File: src/scd_regs.svh
/*
 * Register map, field positions, reset values and rate table of the
 * strap configuration decoder.
 * Assumes a 32-bit Avalon-MM slave with byte addresses.
 */
`ifndef SCD_REGS_SVH
`define SCD_REGS_SVH

// ==========================================================================
// Register offsets
// ==========================================================================
`define SCD_OFS_NODE        8'h00
`define SCD_OFS_RATE        8'h04
`define SCD_OFS_ROLE        8'h08
`define SCD_OFS_CHAN        8'h0c
`define SCD_OFS_STRAP       8'h10
`define SCD_OFS_ACTIVE      8'h14
`define SCD_OFS_RESERVE     8'h18

// ==========================================================================
// Field positions
// ==========================================================================
`define SCD_NODE_LSB        0
`define SCD_NODE_MSB        6
`define SCD_RATE_LSB        0
`define SCD_RATE_MSB        2
`define SCD_ROLE_BIT        0
`define SCD_CHAN_LSB        0
`define SCD_CHAN_MSB        3
`define SCD_PIN_EN_BIT      8
`define SCD_VALID_BIT       31
`define SCD_ACT_NODE_LSB    0
`define SCD_ACT_RATE_LSB    8
`define SCD_ACT_ROLE_BIT    12
`define SCD_ACT_CHAN_LSB    16
`define SCD_ACT_KBPS_LSB    20
`define SCD_STRAP_RATE_LSB  0
`define SCD_STRAP_NODE_LSB  4
`define SCD_STRAP_ROLE_BIT  8
`define SCD_STRAP_CHAN_LSB  12
`define SCD_STRAP_DONE_BIT  31

// ==========================================================================
// Reset values and limits
// ==========================================================================
`define SCD_NODE_RST        7'h01
`define SCD_NODE_MAX        7'h7f
`define SCD_CHAN_RST        4'h1
`define SCD_CHAN_MAX        4'h8
`define SCD_PIN_EN_RST      1'b1

// ==========================================================================
// Bit rate table in kbit/s
// ==========================================================================
`define SCD_KBPS_0          10'h3e8
`define SCD_KBPS_1          10'h320
`define SCD_KBPS_2          10'h1f4
`define SCD_KBPS_3          10'h0fa
`define SCD_KBPS_4          10'h07d
`define SCD_KBPS_5          10'h064
`define SCD_KBPS_6          10'h032
`define SCD_KBPS_7          10'h014

`endif

File: src/scd_pkg.sv
/*
 * Types shared by the strap configuration decoder.
 * Assumes nothing of its surroundings.
 */
package scd_pkg;

   typedef enum logic [2:0] {
      SCD_RATE_1000 = 3'b000,
      SCD_RATE_800  = 3'b001,
      SCD_RATE_500  = 3'b010,
      SCD_RATE_250  = 3'b011,
      SCD_RATE_125  = 3'b100,
      SCD_RATE_100  = 3'b101,
      SCD_RATE_50   = 3'b110,
      SCD_RATE_20   = 3'b111
   } scd_rate_t;

   typedef enum logic {
      SCD_ROLE_SERVER = 1'b0,
      SCD_ROLE_CLIENT = 1'b1
   } scd_role_t;

   typedef enum logic {
      SCD_BUS_IDLE = 1'b0,
      SCD_BUS_ACK  = 1'b1
   } scd_bus_st_t;

endpackage

File: src/scd_strap_config.sv
/*
 * Strap configuration decoder: turns selector pins into bit rate, node
 * number, wireless role and channel, with software overrides over an
 * Avalon-MM slave with waitrequest.
 * Assumes straps are steady at reset release and synchronous inputs.
 */
// Decided for this implementation: register access over Avalon-MM and the placing of the registers.
`timescale 1ns/100ps
`default_nettype none

`include "scd_regs.svh"

// Summary of operation
// - Three rate pins select 1000 to 20 kbit/s
// - Three node pins give node one to eight
// - Unstrapped pins give 1000 kbit/s, node one
// - High pin reads one, grounded pin zero
// - Role pin: zero server, one client
// - Three channel pins give channel one to eight
// - Role and channel come from pins by default
// - Software may supply bit rate and node
// - Role and channel entries, with pin enables
// - Pin values never overwrite software entries
// - Pins stay reserved until software value valid
module scd_strap_config (
   input  wire logic              i_core_clk,       // System clock, 100 MHz
   input  wire logic              i_rst,            // Synchronous reset, high
   input  wire logic [2:0]        i_rate_sel,       // Bit rate pins, [2] first
   input  wire logic [2:0]        i_node_sel,       // Node pins, [2] first
   input  wire logic              i_role_sel,       // Role pin
   input  wire logic [2:0]        i_chan_sel,       // Channel pins, [2] first
   input  wire logic [7:0]        i_address,        // Avalon byte address
   input  wire logic              i_read,           // Avalon read
   input  wire logic              i_write,          // Avalon write
   input  wire logic [31:0]       i_writedata,      // Avalon write data
   input  wire logic [3:0]        i_byteenable,     // Avalon byte enables
   output logic      [31:0]       o_readdata,       // Avalon read data
   output logic                   o_waitrequest,    // Avalon wait request
   output scd_pkg::scd_rate_t     o_rate_code,      // Active bit rate code
   output logic      [9:0]        o_rate_kbps,      // Active bit rate, kbit/s
   output logic      [6:0]        o_node_id,        // Active node number
   output scd_pkg::scd_role_t     o_role,           // Active wireless role
   output logic      [3:0]        o_channel,        // Active wireless channel
   output logic      [3:0]        o_pins_reserved,  // Rate, node, role, chan
   output logic                   o_cfg_ready       // Straps caught
);
   import scd_pkg::*;

   // ========================================================================
   // Strap capture
   // ========================================================================
   logic [2:0] strap_rate;
   logic [2:0] strap_node;
   logic [0:0] strap_role;
   logic [2:0] strap_chan;
   logic [3:0] strap_done;

   scd_strap_sampler #(.W(3)) u_rate (
      .i_core_clk (i_core_clk),
      .i_rst      (i_rst),
      .i_pins     (i_rate_sel),
      .o_code     (strap_rate),
      .o_done     (strap_done[0])
   );
   scd_strap_sampler #(.W(3)) u_node (
      .i_core_clk (i_core_clk),
      .i_rst      (i_rst),
      .i_pins     (i_node_sel),
      .o_code     (strap_node),
      .o_done     (strap_done[1])
   );
   scd_strap_sampler #(.W(1)) u_role (
      .i_core_clk (i_core_clk),
      .i_rst      (i_rst),
      .i_pins     (i_role_sel),
      .o_code     (strap_role),
      .o_done     (strap_done[2])
   );
   scd_strap_sampler #(.W(3)) u_chan (
      .i_core_clk (i_core_clk),
      .i_rst      (i_rst),
      .i_pins     (i_chan_sel),
      .o_code     (strap_chan),
      .o_done     (strap_done[3])
   );

   // ========================================================================
   // Bus handshake
   // ========================================================================
   scd_bus_st_t bus_st_r;
   logic        wr_go;
   logic        wr_lo;
   logic        wr_hi;

   always_ff @(posedge i_core_clk) begin
      if (i_rst) begin
         bus_st_r      <= SCD_BUS_IDLE;
         o_waitrequest <= 1'b1;
      end else begin
         case (bus_st_r)
            SCD_BUS_IDLE: begin
               if (i_read || i_write) begin
                  bus_st_r      <= SCD_BUS_ACK;
                  o_waitrequest <= 1'b0;
               end
            end
            SCD_BUS_ACK: begin
               bus_st_r      <= SCD_BUS_IDLE;
               o_waitrequest <= 1'b1;
            end
            default: begin
               bus_st_r      <= SCD_BUS_IDLE;
               o_waitrequest <= 1'b1;
            end
         endcase
      end
   end

   assign wr_go = i_write && (bus_st_r == SCD_BUS_ACK);
   assign wr_lo = wr_go && i_byteenable[0];
   assign wr_hi = wr_go && i_byteenable[1];

   // ========================================================================
   // Software entries: node and bit rate
   // ========================================================================
   logic [6:0] od_node_r;
   logic       od_node_ok_r;
   logic [2:0] od_rate_r;
   logic       od_rate_ok_r;
   logic [6:0] wr_node;

   assign wr_node = i_writedata[`SCD_NODE_MSB:`SCD_NODE_LSB];

   always_ff @(posedge i_core_clk) begin
      if (i_rst) begin
         od_node_r    <= `SCD_NODE_RST;
         od_node_ok_r <= 1'b0;
      end else if (wr_lo && i_address == `SCD_OFS_NODE) begin
         od_node_r    <= wr_node;
         od_node_ok_r <= (wr_node != 7'h00) && (wr_node <= `SCD_NODE_MAX);
      end
   end

   always_ff @(posedge i_core_clk) begin
      if (i_rst) begin
         od_rate_r    <= 3'h0;
         od_rate_ok_r <= 1'b0;
      end else if (wr_lo && i_address == `SCD_OFS_RATE) begin
         od_rate_r    <= i_writedata[`SCD_RATE_MSB:`SCD_RATE_LSB];
         od_rate_ok_r <= 1'b1;
      end
   end

   // ========================================================================
   // Software entries: wireless role and channel with pin enables
   // ========================================================================
   logic       od_role_r;
   logic       od_role_ok_r;
   logic       role_pin_en_r;
   logic [3:0] od_chan_r;
   logic       od_chan_ok_r;
   logic       chan_pin_en_r;
   logic [3:0] wr_chan;

   assign wr_chan = i_writedata[`SCD_CHAN_MSB:`SCD_CHAN_LSB];

   always_ff @(posedge i_core_clk) begin
      if (i_rst) begin
         od_role_r     <= 1'b0;
         od_role_ok_r  <= 1'b0;
         role_pin_en_r <= `SCD_PIN_EN_RST;
      end else if (i_address == `SCD_OFS_ROLE) begin
         if (wr_lo) begin
            od_role_r    <= i_writedata[`SCD_ROLE_BIT];
            od_role_ok_r <= 1'b1;
         end
         if (wr_hi) begin
            role_pin_en_r <= i_writedata[`SCD_PIN_EN_BIT];
         end
      end
   end

   always_ff @(posedge i_core_clk) begin
      if (i_rst) begin
         od_chan_r     <= `SCD_CHAN_RST;
         od_chan_ok_r  <= 1'b0;
         chan_pin_en_r <= `SCD_PIN_EN_RST;
      end else if (i_address == `SCD_OFS_CHAN) begin
         if (wr_lo) begin
            od_chan_r    <= wr_chan;
            od_chan_ok_r <= (wr_chan != 4'h0) && (wr_chan <= `SCD_CHAN_MAX);
         end
         if (wr_hi) begin
            chan_pin_en_r <= i_writedata[`SCD_PIN_EN_BIT];
         end
      end
   end

   // ========================================================================
   // Active configuration
   // ========================================================================
   logic [2:0] rate_nxt;
   logic       chan_use_od;

   assign rate_nxt    = od_rate_ok_r ? od_rate_r : strap_rate;
   assign chan_use_od = !chan_pin_en_r && od_chan_ok_r;

   always_ff @(posedge i_core_clk) begin
      if (i_rst) begin
         o_rate_code <= SCD_RATE_1000;
         o_node_id   <= `SCD_NODE_RST;
         o_role      <= SCD_ROLE_SERVER;
         o_channel   <= `SCD_CHAN_RST;
         o_cfg_ready <= 1'b0;
      end else begin
         o_rate_code <= scd_rate_t'(rate_nxt);
         o_node_id   <= od_node_ok_r ? od_node_r
                                     : {4'h0, strap_node} + 7'h01;
         o_role      <= scd_role_t'(role_pin_en_r ? strap_role[0]
                                                  : od_role_r);
         o_channel   <= chan_use_od ? od_chan_r
                                    : {1'b0, strap_chan} + 4'h1;
         o_cfg_ready <= &strap_done;
      end
   end

   always_ff @(posedge i_core_clk) begin
      if (i_rst) begin
         o_rate_kbps <= `SCD_KBPS_0;
      end else begin
         case (rate_nxt)
            3'h0:    o_rate_kbps <= `SCD_KBPS_0;
            3'h1:    o_rate_kbps <= `SCD_KBPS_1;
            3'h2:    o_rate_kbps <= `SCD_KBPS_2;
            3'h3:    o_rate_kbps <= `SCD_KBPS_3;
            3'h4:    o_rate_kbps <= `SCD_KBPS_4;
            3'h5:    o_rate_kbps <= `SCD_KBPS_5;
            3'h6:    o_rate_kbps <= `SCD_KBPS_6;
            default: o_rate_kbps <= `SCD_KBPS_7;
         endcase
      end
   end

   // Pins free for other use only once software holds a valid value
   always_ff @(posedge i_core_clk) begin
      if (i_rst) begin
         o_pins_reserved <= 4'hf;
      end else begin
         o_pins_reserved <= {!od_chan_ok_r, !od_role_ok_r,
                             !od_node_ok_r, !od_rate_ok_r};
      end
   end

   // ========================================================================
   // Read data
   // ========================================================================
   logic [31:0] rd_nxt;

   // Entries read back their own contents, never the strap values
   always_comb begin
      rd_nxt = 32'h0000_0000;
      case (i_address)
         `SCD_OFS_NODE: begin
            rd_nxt[`SCD_NODE_MSB:`SCD_NODE_LSB] = od_node_r;
            rd_nxt[`SCD_VALID_BIT]              = od_node_ok_r;
         end
         `SCD_OFS_RATE: begin
            rd_nxt[`SCD_RATE_MSB:`SCD_RATE_LSB] = od_rate_r;
            rd_nxt[`SCD_VALID_BIT]              = od_rate_ok_r;
         end
         `SCD_OFS_ROLE: begin
            rd_nxt[`SCD_ROLE_BIT]   = od_role_r;
            rd_nxt[`SCD_PIN_EN_BIT] = role_pin_en_r;
            rd_nxt[`SCD_VALID_BIT]  = od_role_ok_r;
         end
         `SCD_OFS_CHAN: begin
            rd_nxt[`SCD_CHAN_MSB:`SCD_CHAN_LSB] = od_chan_r;
            rd_nxt[`SCD_PIN_EN_BIT]             = chan_pin_en_r;
            rd_nxt[`SCD_VALID_BIT]              = od_chan_ok_r;
         end
         `SCD_OFS_STRAP: begin
            rd_nxt[`SCD_STRAP_RATE_LSB +: 3] = strap_rate;
            rd_nxt[`SCD_STRAP_NODE_LSB +: 3] = strap_node;
            rd_nxt[`SCD_STRAP_ROLE_BIT]      = strap_role[0];
            rd_nxt[`SCD_STRAP_CHAN_LSB +: 3] = strap_chan;
            rd_nxt[`SCD_STRAP_DONE_BIT]      = &strap_done;
         end
         `SCD_OFS_ACTIVE: begin
            rd_nxt[`SCD_ACT_NODE_LSB +: 7]  = o_node_id;
            rd_nxt[`SCD_ACT_RATE_LSB +: 3]  = o_rate_code;
            rd_nxt[`SCD_ACT_ROLE_BIT]       = o_role;
            rd_nxt[`SCD_ACT_CHAN_LSB +: 4]  = o_channel;
            rd_nxt[`SCD_ACT_KBPS_LSB +: 10] = o_rate_kbps;
         end
         `SCD_OFS_RESERVE: begin
            rd_nxt[3:0] = o_pins_reserved;
         end
         default: begin
            rd_nxt = 32'h0000_0000;
         end
      endcase
   end

   always_ff @(posedge i_core_clk) begin
      if (i_rst) begin
         o_readdata <= 32'h0000_0000;
      end else if (bus_st_r == SCD_BUS_IDLE && i_read) begin
         o_readdata <= rd_nxt;
      end
   end

endmodule

`default_nettype wire

File: src/scd_strap_sampler.sv
/*
 * One group of selector pins, caught once after reset release.
 * Assumes the pins are static and synchronous to the clock.
 */
`timescale 1ns/100ps
`default_nettype none

module scd_strap_sampler #(
   parameter int W = 3
) (
   input  wire logic         i_core_clk,  // System clock
   input  wire logic         i_rst,       // Synchronous reset, high
   input  wire logic [W-1:0] i_pins,      // Selector pins, first pin MSB
   output logic      [W-1:0] o_code,      // Held code
   output logic              o_done       // Code has been caught
);

   // ========================================================================
   // Capture once, then hold
   // ========================================================================
   always_ff @(posedge i_core_clk) begin
      if (i_rst) begin
         o_code <= '0;
         o_done <= 1'b0;
      end else if (!o_done) begin
         o_code <= i_pins;
         o_done <= 1'b1;
      end
   end

endmodule

`default_nettype wire

File: config.mk
export PLATFORM = sky130hd
export DESIGN_NAME = scd_strap_config
export DESIGN_NICKNAME = d
export VERILOG_FILES = /design/src/scd_pkg.sv /design/src/scd_strap_config.sv /design/src/scd_strap_sampler.sv
export VERILOG_INCLUDE_DIRS = /design/src
export SDC_FILE = /design/constraint.sdc
export NUM_CORES = 1
export LEC_CHECK = 0
export BUFFER_PORTS_ARGS = -buffer_cell sky130_fd_sc_hd__buf_2
export CAP_MARGIN = 20
export CORE_MARGIN = 3
export CORE_UTILIZATION = 45
export CTS_CLUSTER_DIAMETER = 100
export DETAILED_ROUTE_END_ITERATION = 12
export PLACE_DENSITY = 0.86
export SLEW_MARGIN = 10
export SYNTH_ARGS = -nofsm -noshare
export SYNTH_HDL_FRONTEND = slang
export SYNTH_SLANG_ARGS = --single-unit
File: constraint.sdc
create_clock -name i_core_clk -period 1.99 [get_ports i_core_clk]
set_input_delay 0.2985 -clock i_core_clk [delete_from_list [all_inputs] [get_ports i_core_clk]]
set_output_delay 0.2985 -clock i_core_clk [all_outputs]
set_load 0.01 [all_outputs]
==> results of run 1 <==
registers in the layout (all words and copies together), names as in the netlist, 3 cells and up:
signal / count
u_chan.o_code: 3
o_channel: 4
u_node.o_code: 3
o_rate_code: 3
o_node_id: 7
u_rate.o_code: 3
o_rate_kbps: 10
o_pins_reserved: 4
od_rate_r: 3
od_node_r: 7
o_readdata: 28
od_chan_r: 4
routing by layer:
layer | track usage | vias up | routed length [microns]
met5 | 0 | - | 0
met4 | 0.0900 | 0 | 208
met3 | 0.0610 | 16 | 692
met2 | 0.322 | 103 | 4300
met1 | 0.257 | 1485 | 3970
li1 | - | 1537 | -
synth_stat cells, drive strengths merged:
| master | n | area, sq um |
|---|---|---|
| conb | 1 | 3.75 |
| a21oi | 22 | 110 |
| nor2 | 68 | 255 |
| mux2i | 37 | 370 |
| ha | 2 | 25.0 |
| or2b | 1 | 7.51 |
| nand4 | 3 | 18.8 |
| a31oi | 6 | 37.5 |
| nand2b | 1 | 6.26 |
| or4 | 3 | 26.3 |
| nand3 | 14 | 70.1 |
| dfxtp | 92 | 1840 |
| inv | 5 | 18.8 |
| mux4 | 2 | 52.6 |
| or4b | 1 | 10.0 |
| xnor2 | 4 | 35.0 |
| a22oi | 18 | 135 |
| nor4 | 5 | 61.3 |
| nand2 | 23 | 86.3 |
| xor2 | 1 | 8.76 |
| a221oi | 2 | 17.5 |
| and3 | 7 | 43.8 |
| nand3b | 1 | 7.51 |
| o21ai | 12 | 60.1 |
| mux2 | 1 | 11.3 |
| and2 | 5 | 31.3 |
| nor2b | 6 | 37.5 |
| o2bb2ai | 1 | 8.76 |
| a211o | 1 | 8.76 |
| a22o | 1 | 8.76 |
| or3 | 2 | 12.5 |
| buf | 10 | 68.8 |
| o211ai | 3 | 22.5 |
| nor3 | 8 | 40.0 |
| a21o | 2 | 15.0 |
| clkbuf | 19 | 71.3 |
cell type report:
type | count | area [sq um]
tap | 102 | 128
clock buffer | 9 | 124
multi-input combinational | 267 | 1660
inverter | 5 | 18.8
clock inverter | 7 | 67.6
fill | 682 | 3390
timing repair buffer | 103 | 586
sequential | 92 | 1840
worst max-delay path by stage:
stage | from | to | slack [ns]
after floorplan | i_address[2] | od_node_r[0] | 0.09
after global placement | i_address[5] | od_node_r[0] | 0.13
after detailed placement | i_address[5] | od_node_r[0] | 0.08
after CTS | od_rate_ok_r | o_rate_kbps[4] | 0.35
after global routing | od_rate_ok_r | o_rate_kbps[4] | 0.17
final | od_rate_ok_r | o_rate_kbps[4] | 0.34
report_power, final:
part           leakage [nW]  switching, mW  internal [mW]
sequential            0.748         0.0400           1.88
clock                0.0989          0.707          0.484
combinational          1.09          0.178          0.120
total                  1.94          0.925           2.49
critical path: cells and delay by family (launching register included):
| kind | cells | cell delay (ns) |
|---|---|---|
| AOI/OAI and AO/OA | 1 | 0.20 |
| and+or+nand+nor | 1 | 0.22 |
| muxes | 1 | 0.63 |
| DFF | 1 | 0.51 |
metrics by stage:
stage / instances / cell area, sq um / utilization
floorplan: 393 / 3660 / -
global placement: 569 / 4230 / 0.542
detailed placement: 569 / 4230 / 0.542
CTS: 585 / 4420 / 0.566
global route: 585 / 4420 / 0.566
finish: 585 / 4420 / 0.566
cell families after synthesis:
logic type / after synthesis / synth area share
simple gates: 148 / 0.196
mux: 40 / 0.119
fa+ha+maj: 2 / 0.00686
xor+xnor: 5 / 0.0120
compound gates: 68 / 0.116
buf+inv: 34 / 0.0436
flops: 92 / 0.505
other cells: 1 / 0.00103
==> flow_metrics.tcl, run 1 <==
set metrics [dict create \
    drt-total-wl_mm 9.17 \
    die_area_sq_um 9220 \
    cts_tree "yes" \
    diodes 0 \
    cp.arrival_ns 1.92 \
    cts_setup_buffers 0 \
    clk_path_buf_depth 2 \
    grt_max_degree 35 \
    fmax_mhz 606 \
    wl_per_cell_microns 15.7 \
    ys_ff_latch 92 \
    critPathRequiredTime_ns 2.26 \
    syn-cell-area_sq_um 3650 \
    layout_commonest_cell "dfxtp_1" \
    layout.nets 538 \
    peakVddDrop_mv 0.462 \
    reg2reg_slack_ns 0.34 \
    die_h_microns 96.0 \
    htreeDepth 3 \
    power_mw 3.41 \
    path_clk_slew_ns 0.10 \
    cp-end-kind "flip-flop" \
    grt_pass1_vias 3025 \
    ant_nets 0 \
    critical_path.slowest_cell "mux2i_1" \
    io_buffer_count 90 \
    cts_resized 0 \
    max_stage_delay_ns 0.63 \
    numCtsBuffers 9 \
    powerDensity_nw_per_um2 772 \
    rows 32 \
    cp_max_fo 10 \
    hold_viol_final 0 \
    hpwl_mm 7.02 \
    layout_common_cells "92 x dfxtp_1, 90 x buf_2, 68 x nor2_1" \
    reg2regPathDepth 3 \
    final.min_clock_period_ns 1.65 \
    whs_path_depth 3 \
    dp_slack_ns 0.0826 \
    track_usage 0.204 \
    leakage_nw 1.94 \
    reg2reg_to "o_rate_kbps[4]" \
    root_buffer "clkbuf_8" \
    r2r_start "od_rate_ok_r" \
    tightest_slew_ns 0.734 \
    finClkSkew_ns 0.0109 \
    synthCells 390 \
    firstDrtPassIters 4 \
    initial_core_util 0.467 \
    crit_type "flip-flop to flip-flop" \
    start_kind "flip-flop" \
    drc_errors 0 \
    avgSynthCellArea_sq_um 9.35 \
    outcome "complete, no violations" \
    antenna_found_initial 0 \
    finalCritPeriodShare 0.830 \
    grt-ovfl-total 0 \
    drt_iter0_drc 200 \
    cts_hold_buf 0 \
    setup_ws_ns 0.339 \
    clock_latency_ns 0.37 \
    timing.setup.tns_ns 0 \
    fp.dieW_microns 96.0 \
    hold_ws_ns 0.163 \
    yosysSeqAreaShare 0.505 \
    rsz0062_at_grt "false" \
    cap_violations 0 \
    grt_first_pass_wirelength_mm 14.5 \
    via_per_inst 5.37 \
    core_area_sq_um 7810 \
    drv_slew 0 \
    area_growth_syn_to_layout_pct 21.3 \
    path_cells "mux2i_1, nor2_1, a21o_1" \
    drive_above_1_share 0.257 \
    gp_congestion 0.935 \
    yosys_warnings 0 \
    setup_viol 0 \
    hold_path.class "input pin to flip-flop" \
    dr_total_vias 3141 \
    clock_sinks 92 \
    min_from "i_rate_sel[1]" \
    ios 121 \
    relSlewSlack 0.510 \
    hold_end "u_rate.o_code[1]" \
    ys_types 41 \
]
Note: power is estimated with default switching activity, not from simulation.
==> inputs of run 2 (changes only) <==
==> constraint.sdc (replaced) <==
create_clock -name i_core_clk -period 1.5 [get_ports i_core_clk]
set_input_delay 0.225 -clock i_core_clk [delete_from_list [all_inputs] [get_ports i_core_clk]]
set_output_delay 0.225 -clock i_core_clk [all_outputs]
set_load 0.01 [all_outputs]
==> run 2 against run 1 <==
  * Global-route usage is 1.1 points higher
  * Sequential power grew 33%
  * Clock power grew 36%
  * Clock-buffer cell count increased by 1
  * Register-to-register slack worse by 0.31 ns
  * Critical path depth unchanged
  * Sequential share of layout area fell by 2.9 points
  * Routed wire length grew 9.1%
  * Final cell count is 5.5% higher
  * Utilization increased by 4.4 points
  * Total power up 36%
  * Hold slack got worse by 0.088 ns
  * Critical path type unchanged
  * Critical endpoint is now o_readdata[31]
  * Largest cell class unchanged
  * Highest routed layer unchanged
==> flow_metrics.tcl, run 2 (synthesis results as in run 1) <==
set metrics [dict create \
    gp_congestion 0.905 \
    fp.dieW_microns 96.0 \
    cap_violations 0 \
    grt-ovfl-total 0 \
    top_register "o_readdata" \
    core_area_sq_um 7810 \
    path_cells "mux4_1, a221oi_1, nor2_1" \
    relSlewSlack 0.682 \
    root_buffer "clkbuf_8" \
    finClkSkew_ns 0.00970 \
    clock_latency_ns 0.37 \
    layout.nets 570 \
    tightest_slew_ns 0.464 \
    area_growth_syn_to_layout_pct 30.7 \
    largest_register_ffs 28 \
    cp_max_fo 5 \
    leakage_nw 2.13 \
    hold_viol_final 0 \
    clk_path_buf_depth 2 \
    diodes 0 \
    cts_tree "yes" \
    final.min_clock_period_ns 1.47 \
    critPathRequiredTime_ns 1.77 \
    numCtsBuffers 9 \
    die_area_sq_um 9220 \
    htreeDepth 3 \
    antenna_found_initial 0 \
    hold_ws_ns 0.0754 \
    firstDrtPassIters 6 \
    ios 121 \
    clock_sinks 92 \
    drv_slew 0 \
    cts_hold_buf 0 \
    powerDensity_nw_per_um2 974 \
    start_kind "flip-flop" \
    finalCritPeriodShare 0.979 \
    setup_viol 0 \
    path_clk_slew_ns 0.10 \
    max_stage_delay_ns 0.56 \
    rsz0062_at_grt "true" \
    outcome "complete, no violations" \
    drive_above_1_share 0.322 \
    ant_nets 0 \
    fmax_mhz 681 \
    grt_max_degree 26 \
    hold_path.class "input pin to flip-flop" \
    crit_type "flip-flop to flip-flop" \
    dr_total_vias 3375 \
    fin_area_sq_um 4760 \
    initial_core_util 0.467 \
    drc_errors 0 \
    drt_iter0_drc 191 \
    cp.arrival_ns 1.73 \
    power_mw 4.64 \
    top_regs "o_readdata: 28 flops, o_rate_kbps: 10 flops" \
    critical_path.slowest_cell "mux4_1" \
    track_usage 0.215 \
    cpLargestDelayFamily "multiplexers" \
    cp-end-kind "flip-flop" \
    grt_pass1_vias 3133 \
    layout_common_cells "90 x dfxtp_1, 88 x buf_2, 68 x nor2_1" \
    wl_per_cell_microns 16.2 \
    layout_commonest_cell "dfxtp_1" \
    fillers 666 \
    peakVddDrop_mv 0.501 \
    die_h_microns 96.0 \
    via_per_inst 5.47 \
    rows 32 \
    grt_first_pass_wirelength_mm 15.3 \
    crit_buf_inv 0 \
    dpl-instance-area_sq_um 4450 \
    io_buffer_count 90 \
    hpwl_mm 7.37 \
    drt-total-wl_mm 10.0 \
]
-- run 2: report_power, final --
| group | internal (mW) | switching, mW | total (mW) |
|---|---|---|---|
| combinational | 0.211 | 0.258 | 0.469 |
| clock | 0.679 | 0.944 | 1.62 |
| sequential | 2.50 | 0.0470 | 2.55 |
| total | 3.39 | 1.25 | 4.64 |
-- run 2: cell type report --
cell class / count / area, sq um / share of cell area
tap: 102 / 128 / 0.0268
clock buffer: 10 / 138 / 0.0289
clock inverter: 6 / 55.1 / 0.0116
multi-input combinational: 267 / 1690 / 0.356
inverter: 5 / 18.8 / 0.00394
sequential: 92 / 1840 / 0.387
timing repair buffer: 135 / 887 / 0.186
-- run 2: layer usage --
layer,GRT usage,vias up,wire length [microns]
met2,0.362,114,5030
met4,0.0794,0,184
met5,0,-,0
met1,0.266,1643,4180
met3,0.0493,19,624
li1,-,1599,-
-- run 2: worst register-to-register path, stage by stage (launching register included) --
cell and delay (ns):
dfxtp_2 0.37, mux4_1 0.56, a221oi_1 0.35, nor2_1 0.08
-- run 2: path summary, 6_finish.rpt --
check        depth (start not counted)  slack [ns]          start                  to
max                                  3        0.03   od_rate_ok_r      o_readdata[31]
min reg2reg                          1        0.41   od_role_ok_r  o_pins_reserved[2]
max reg2reg                          3        0.03   od_rate_ok_r      o_readdata[31]
min                                  3        0.08  i_rate_sel[0]    u_rate.o_code[0]
-- run 2: through the flow --
stage                     setup slack [ns]  cells   util  setup TNS (ns)
after detailed placement            -0.306    596  0.570           -7.34
after CTS                           0.0115    614  0.600               0
after global placement              -0.267    596  0.570           -5.87
final                               0.0319    617  0.610               0
after global routing               -0.0115    617  0.610         -0.0148
after floorplan                     -0.145    393      -           -2.83
-- run 2: what timing repair did --
item                                    4_1_cts  5_1_grt
buffers inserted                              1        2
gates cloned                                  1        1
resized for setup                             4       12
endpoints found under the hold margin         0        0
pin swaps                                     1        6
endpoints found under the setup margin        1       22
==> inputs of run 3 (changes only) <==
--- a/config.mk
+++ b/config.mk
@@ -8,7 +8,8 @@
 export LEC_CHECK = 0
 export BUFFER_PORTS_ARGS = -buffer_cell sky130_fd_sc_hd__buf_2
 export CAP_MARGIN = 20
-export CORE_MARGIN = 3
+export CORE_ASPECT_RATIO = 0.6
+export CORE_MARGIN = 2
 export CORE_UTILIZATION = 45
 export CTS_CLUSTER_DIAMETER = 100
 export DETAILED_ROUTE_END_ITERATION = 12
==> run 3 against run 2 <==
  * Die area shrank 3.9%
  * Sequential share of layout area about the same
  * Clock skew decreased by 0.0011 ns
  * Non-clock buffer count down 4
  * Hold slack gained 0.042 ns
  * Critical path depth up 3
  * Register-to-register slack gained 0.04 ns
  * Maximum frequency is 1.2% higher
  * Critical endpoint is now od_node_r[0]
==> flow_metrics.tcl, run 3 (synthesis results as in run 1) <==
set metrics [dict create \
    outcome "complete, no violations" \
    r2r_start "od_rate_ok_r" \
    crit_end "od_node_r[0]" \
    via_per_inst 5.28 \
    max_stage_delay_ns 0.56 \
    numCtsBuffers 9 \
    setup_viol 0 \
    layout_commonest_cell "dfxtp_1" \
    pwr-share-seq 0.497 \
    cp_max_fo 9 \
    leakage_nw 2.12 \
    stdcell_count 619 \
    clock_latency_ns 0.34 \
    drt-total-wl_mm 9.89 \
    area_growth_syn_to_layout_pct 30.7 \
    reg2reg_to "o_readdata[31]" \
    cts_tree "yes" \
    hold_ws_ns 0.117 \
    clock_sinks 92 \
    drv_slew 0 \
    cap_violations 0 \
    p_int_mw 3.85 \
    finalCritPeriodShare 0.967 \
    grt-ovfl-total 0 \
    reg2reg_slack_ns 0.07 \
    hold_viol_final 0 \
    io_buffer_count 90 \
    drive_above_1_share 0.311 \
    die_area_sq_um 8860 \
    crit_type "input pin to flip-flop" \
    fillers 667 \
    path_clk_slew_ns 0.06 \
    critical_path.slowest_cell "or4_4" \
    hold_path.class "input pin to flip-flop" \
    final_core_util 0.607 \
    path_cells "buf_2, or4_4, nor4_4, buf_12, mux2i_1, nand2_1" \
    die_h_microns 73.7 \
    grt_max_degree 30 \
    antenna_found_initial 0 \
    p_sw_frac 0.252 \
    core_area_sq_um 7850 \
    crit_start "i_address[0]" \
    clock_power_share 0.414 \
    cp.arrival_ns 1.66 \
    fp.dieW_microns 120 \
    gp_congestion 0.908 \
    top_regs "o_readdata: 28 flops, o_rate_kbps: 10 flops" \
    peakVddDrop_mv 0.876 \
    root_buffer "clkbuf_16" \
    clk_path_buf_depth 2 \
    cts_setup_buffers 0 \
    firstDrtPassIters 4 \
    htreeDepth 3 \
    tightest_slew_ns 0.491 \
    rows 25 \
    layout.nets 566 \
    initial_core_util 0.464 \
    power_frac_comb 0.089 \
    ant_nets 0 \
    track_usage 0.230 \
    hpwl_mm 7.55 \
    rsz0062_at_grt "true" \
    ios 121 \
    cp-end-kind "flip-flop" \
    finClkSkew_ns 0.00856 \
    dr_total_vias 3270 \
    relSlewSlack 0.663 \
    grt_pass1_vias 3007 \
    reg2regPathDepth 3 \
    top_register "o_readdata" \
    multiInputGateArea_sq_um 1690 \
    grt_first_pass_wirelength_mm 15.6 \
    drt_iter0_drc 203 \
    power.switching_mw 1.30 \
    timing.setup.tns_ns 0 \
    critPathRequiredTime_ns 1.71 \
    fmax_mhz 690 \
    diodes 0 \
    final.min_clock_period_ns 1.45 \
    drc_errors 0 \
    start_kind "input pin" \
    place_inst 603 \
    layout_common_cells "91 x dfxtp_1, 90 x buf_2, 68 x nor2_1" \
    powerDensity_nw_per_um2 1080 \
    seq_area_sq_um 1840 \
    largest_register_ffs 28 \
    wl_per_cell_microns 16.0 \
]
run 3: cell types whose count changed in the layout (fill, tap and decap cells not counted), sizes merged:
cell / previous run / this run
clkinv: 1 / 2
clkbuf: 11 / 9
buf: 134 / 131
run 3: repair_timing:
item	in CTS	in global routing
resized for setup	1	5
hold buffers	0	0
pin swaps	0	1
gates cloned	0	0
endpoints found under the setup margin	3	22
run 3: cell type report:
type / instances / share of cell area
Multi-Input combinational cell: 267 / 0.354
Timing Repair Buffer: 131 / 0.168
Tap cell: 108 / 0.0284
Clock buffer: 9 / 0.0473
Clock inverter: 7 / 0.0121
Inverter: 5 / 0.00394
Sequential cell: 92 / 0.387
run 3: critical path: cells and delay by family:
family | cells | cell delay [ns]
AND/OR/NAND/NOR | 3 | 0.96
buffers and inverters | 2 | 0.30
multiplexers | 1 | 0.18
run 3: power by group through the flow:
stage / clock (mW) / combinational [mW] / sequential (mW)
CTS: 2.19 / 0.451 / 2.55
floorplan: 0 / 0.234 / 2.61
detailed placement: 0 / 0.448 / 2.61
finish: 2.13 / 0.455 / 2.56
global placement: 0 / 0.435 / 2.60
global route: 2.28 / 0.499 / 2.56
run 3: per-stage QoR:
| step | worst slack (ns) | instance area (sq um) | power (mW) |
|---|---|---|---|
| CTS | 0.00598 | 4750 | 5.19 |
| floorplan | -0.145 | 3690 | 2.84 |
| detailed placement | -0.286 | 4460 | 3.06 |
| global placement | -0.279 | 4460 | 3.04 |
| finish | 0.0500 | 4760 | 5.14 |
| global route | -0.000305 | 4760 | 5.34 |
run 3: per-layer routing:
| layer | wire [microns] | up-vias | global-route usage |
|---|---|---|---|
| met4 | 68 | 0 | 0.0458 |
| met3 | 804 | 8 | 0.0877 |
| li1 | - | 1591 | - |
| met5 | 0 | - | 0 |
| met2 | 4140 | 105 | 0.323 |
| met1 | 4880 | 1566 | 0.335 |
run 3: worst min-delay path by stage:
stage                  startpoint            endpoint  depth (start not counted)
floorplan                   i_rst      o_rate_kbps[5]                          1
global placement     od_role_ok_r  o_pins_reserved[2]                          1
detailed placement   od_role_ok_r  o_pins_reserved[2]                          1
CTS                    i_role_sel       u_role.o_code                          3
global route        i_rate_sel[0]    u_rate.o_code[0]                          3
finish                 i_role_sel       u_role.o_code                          3
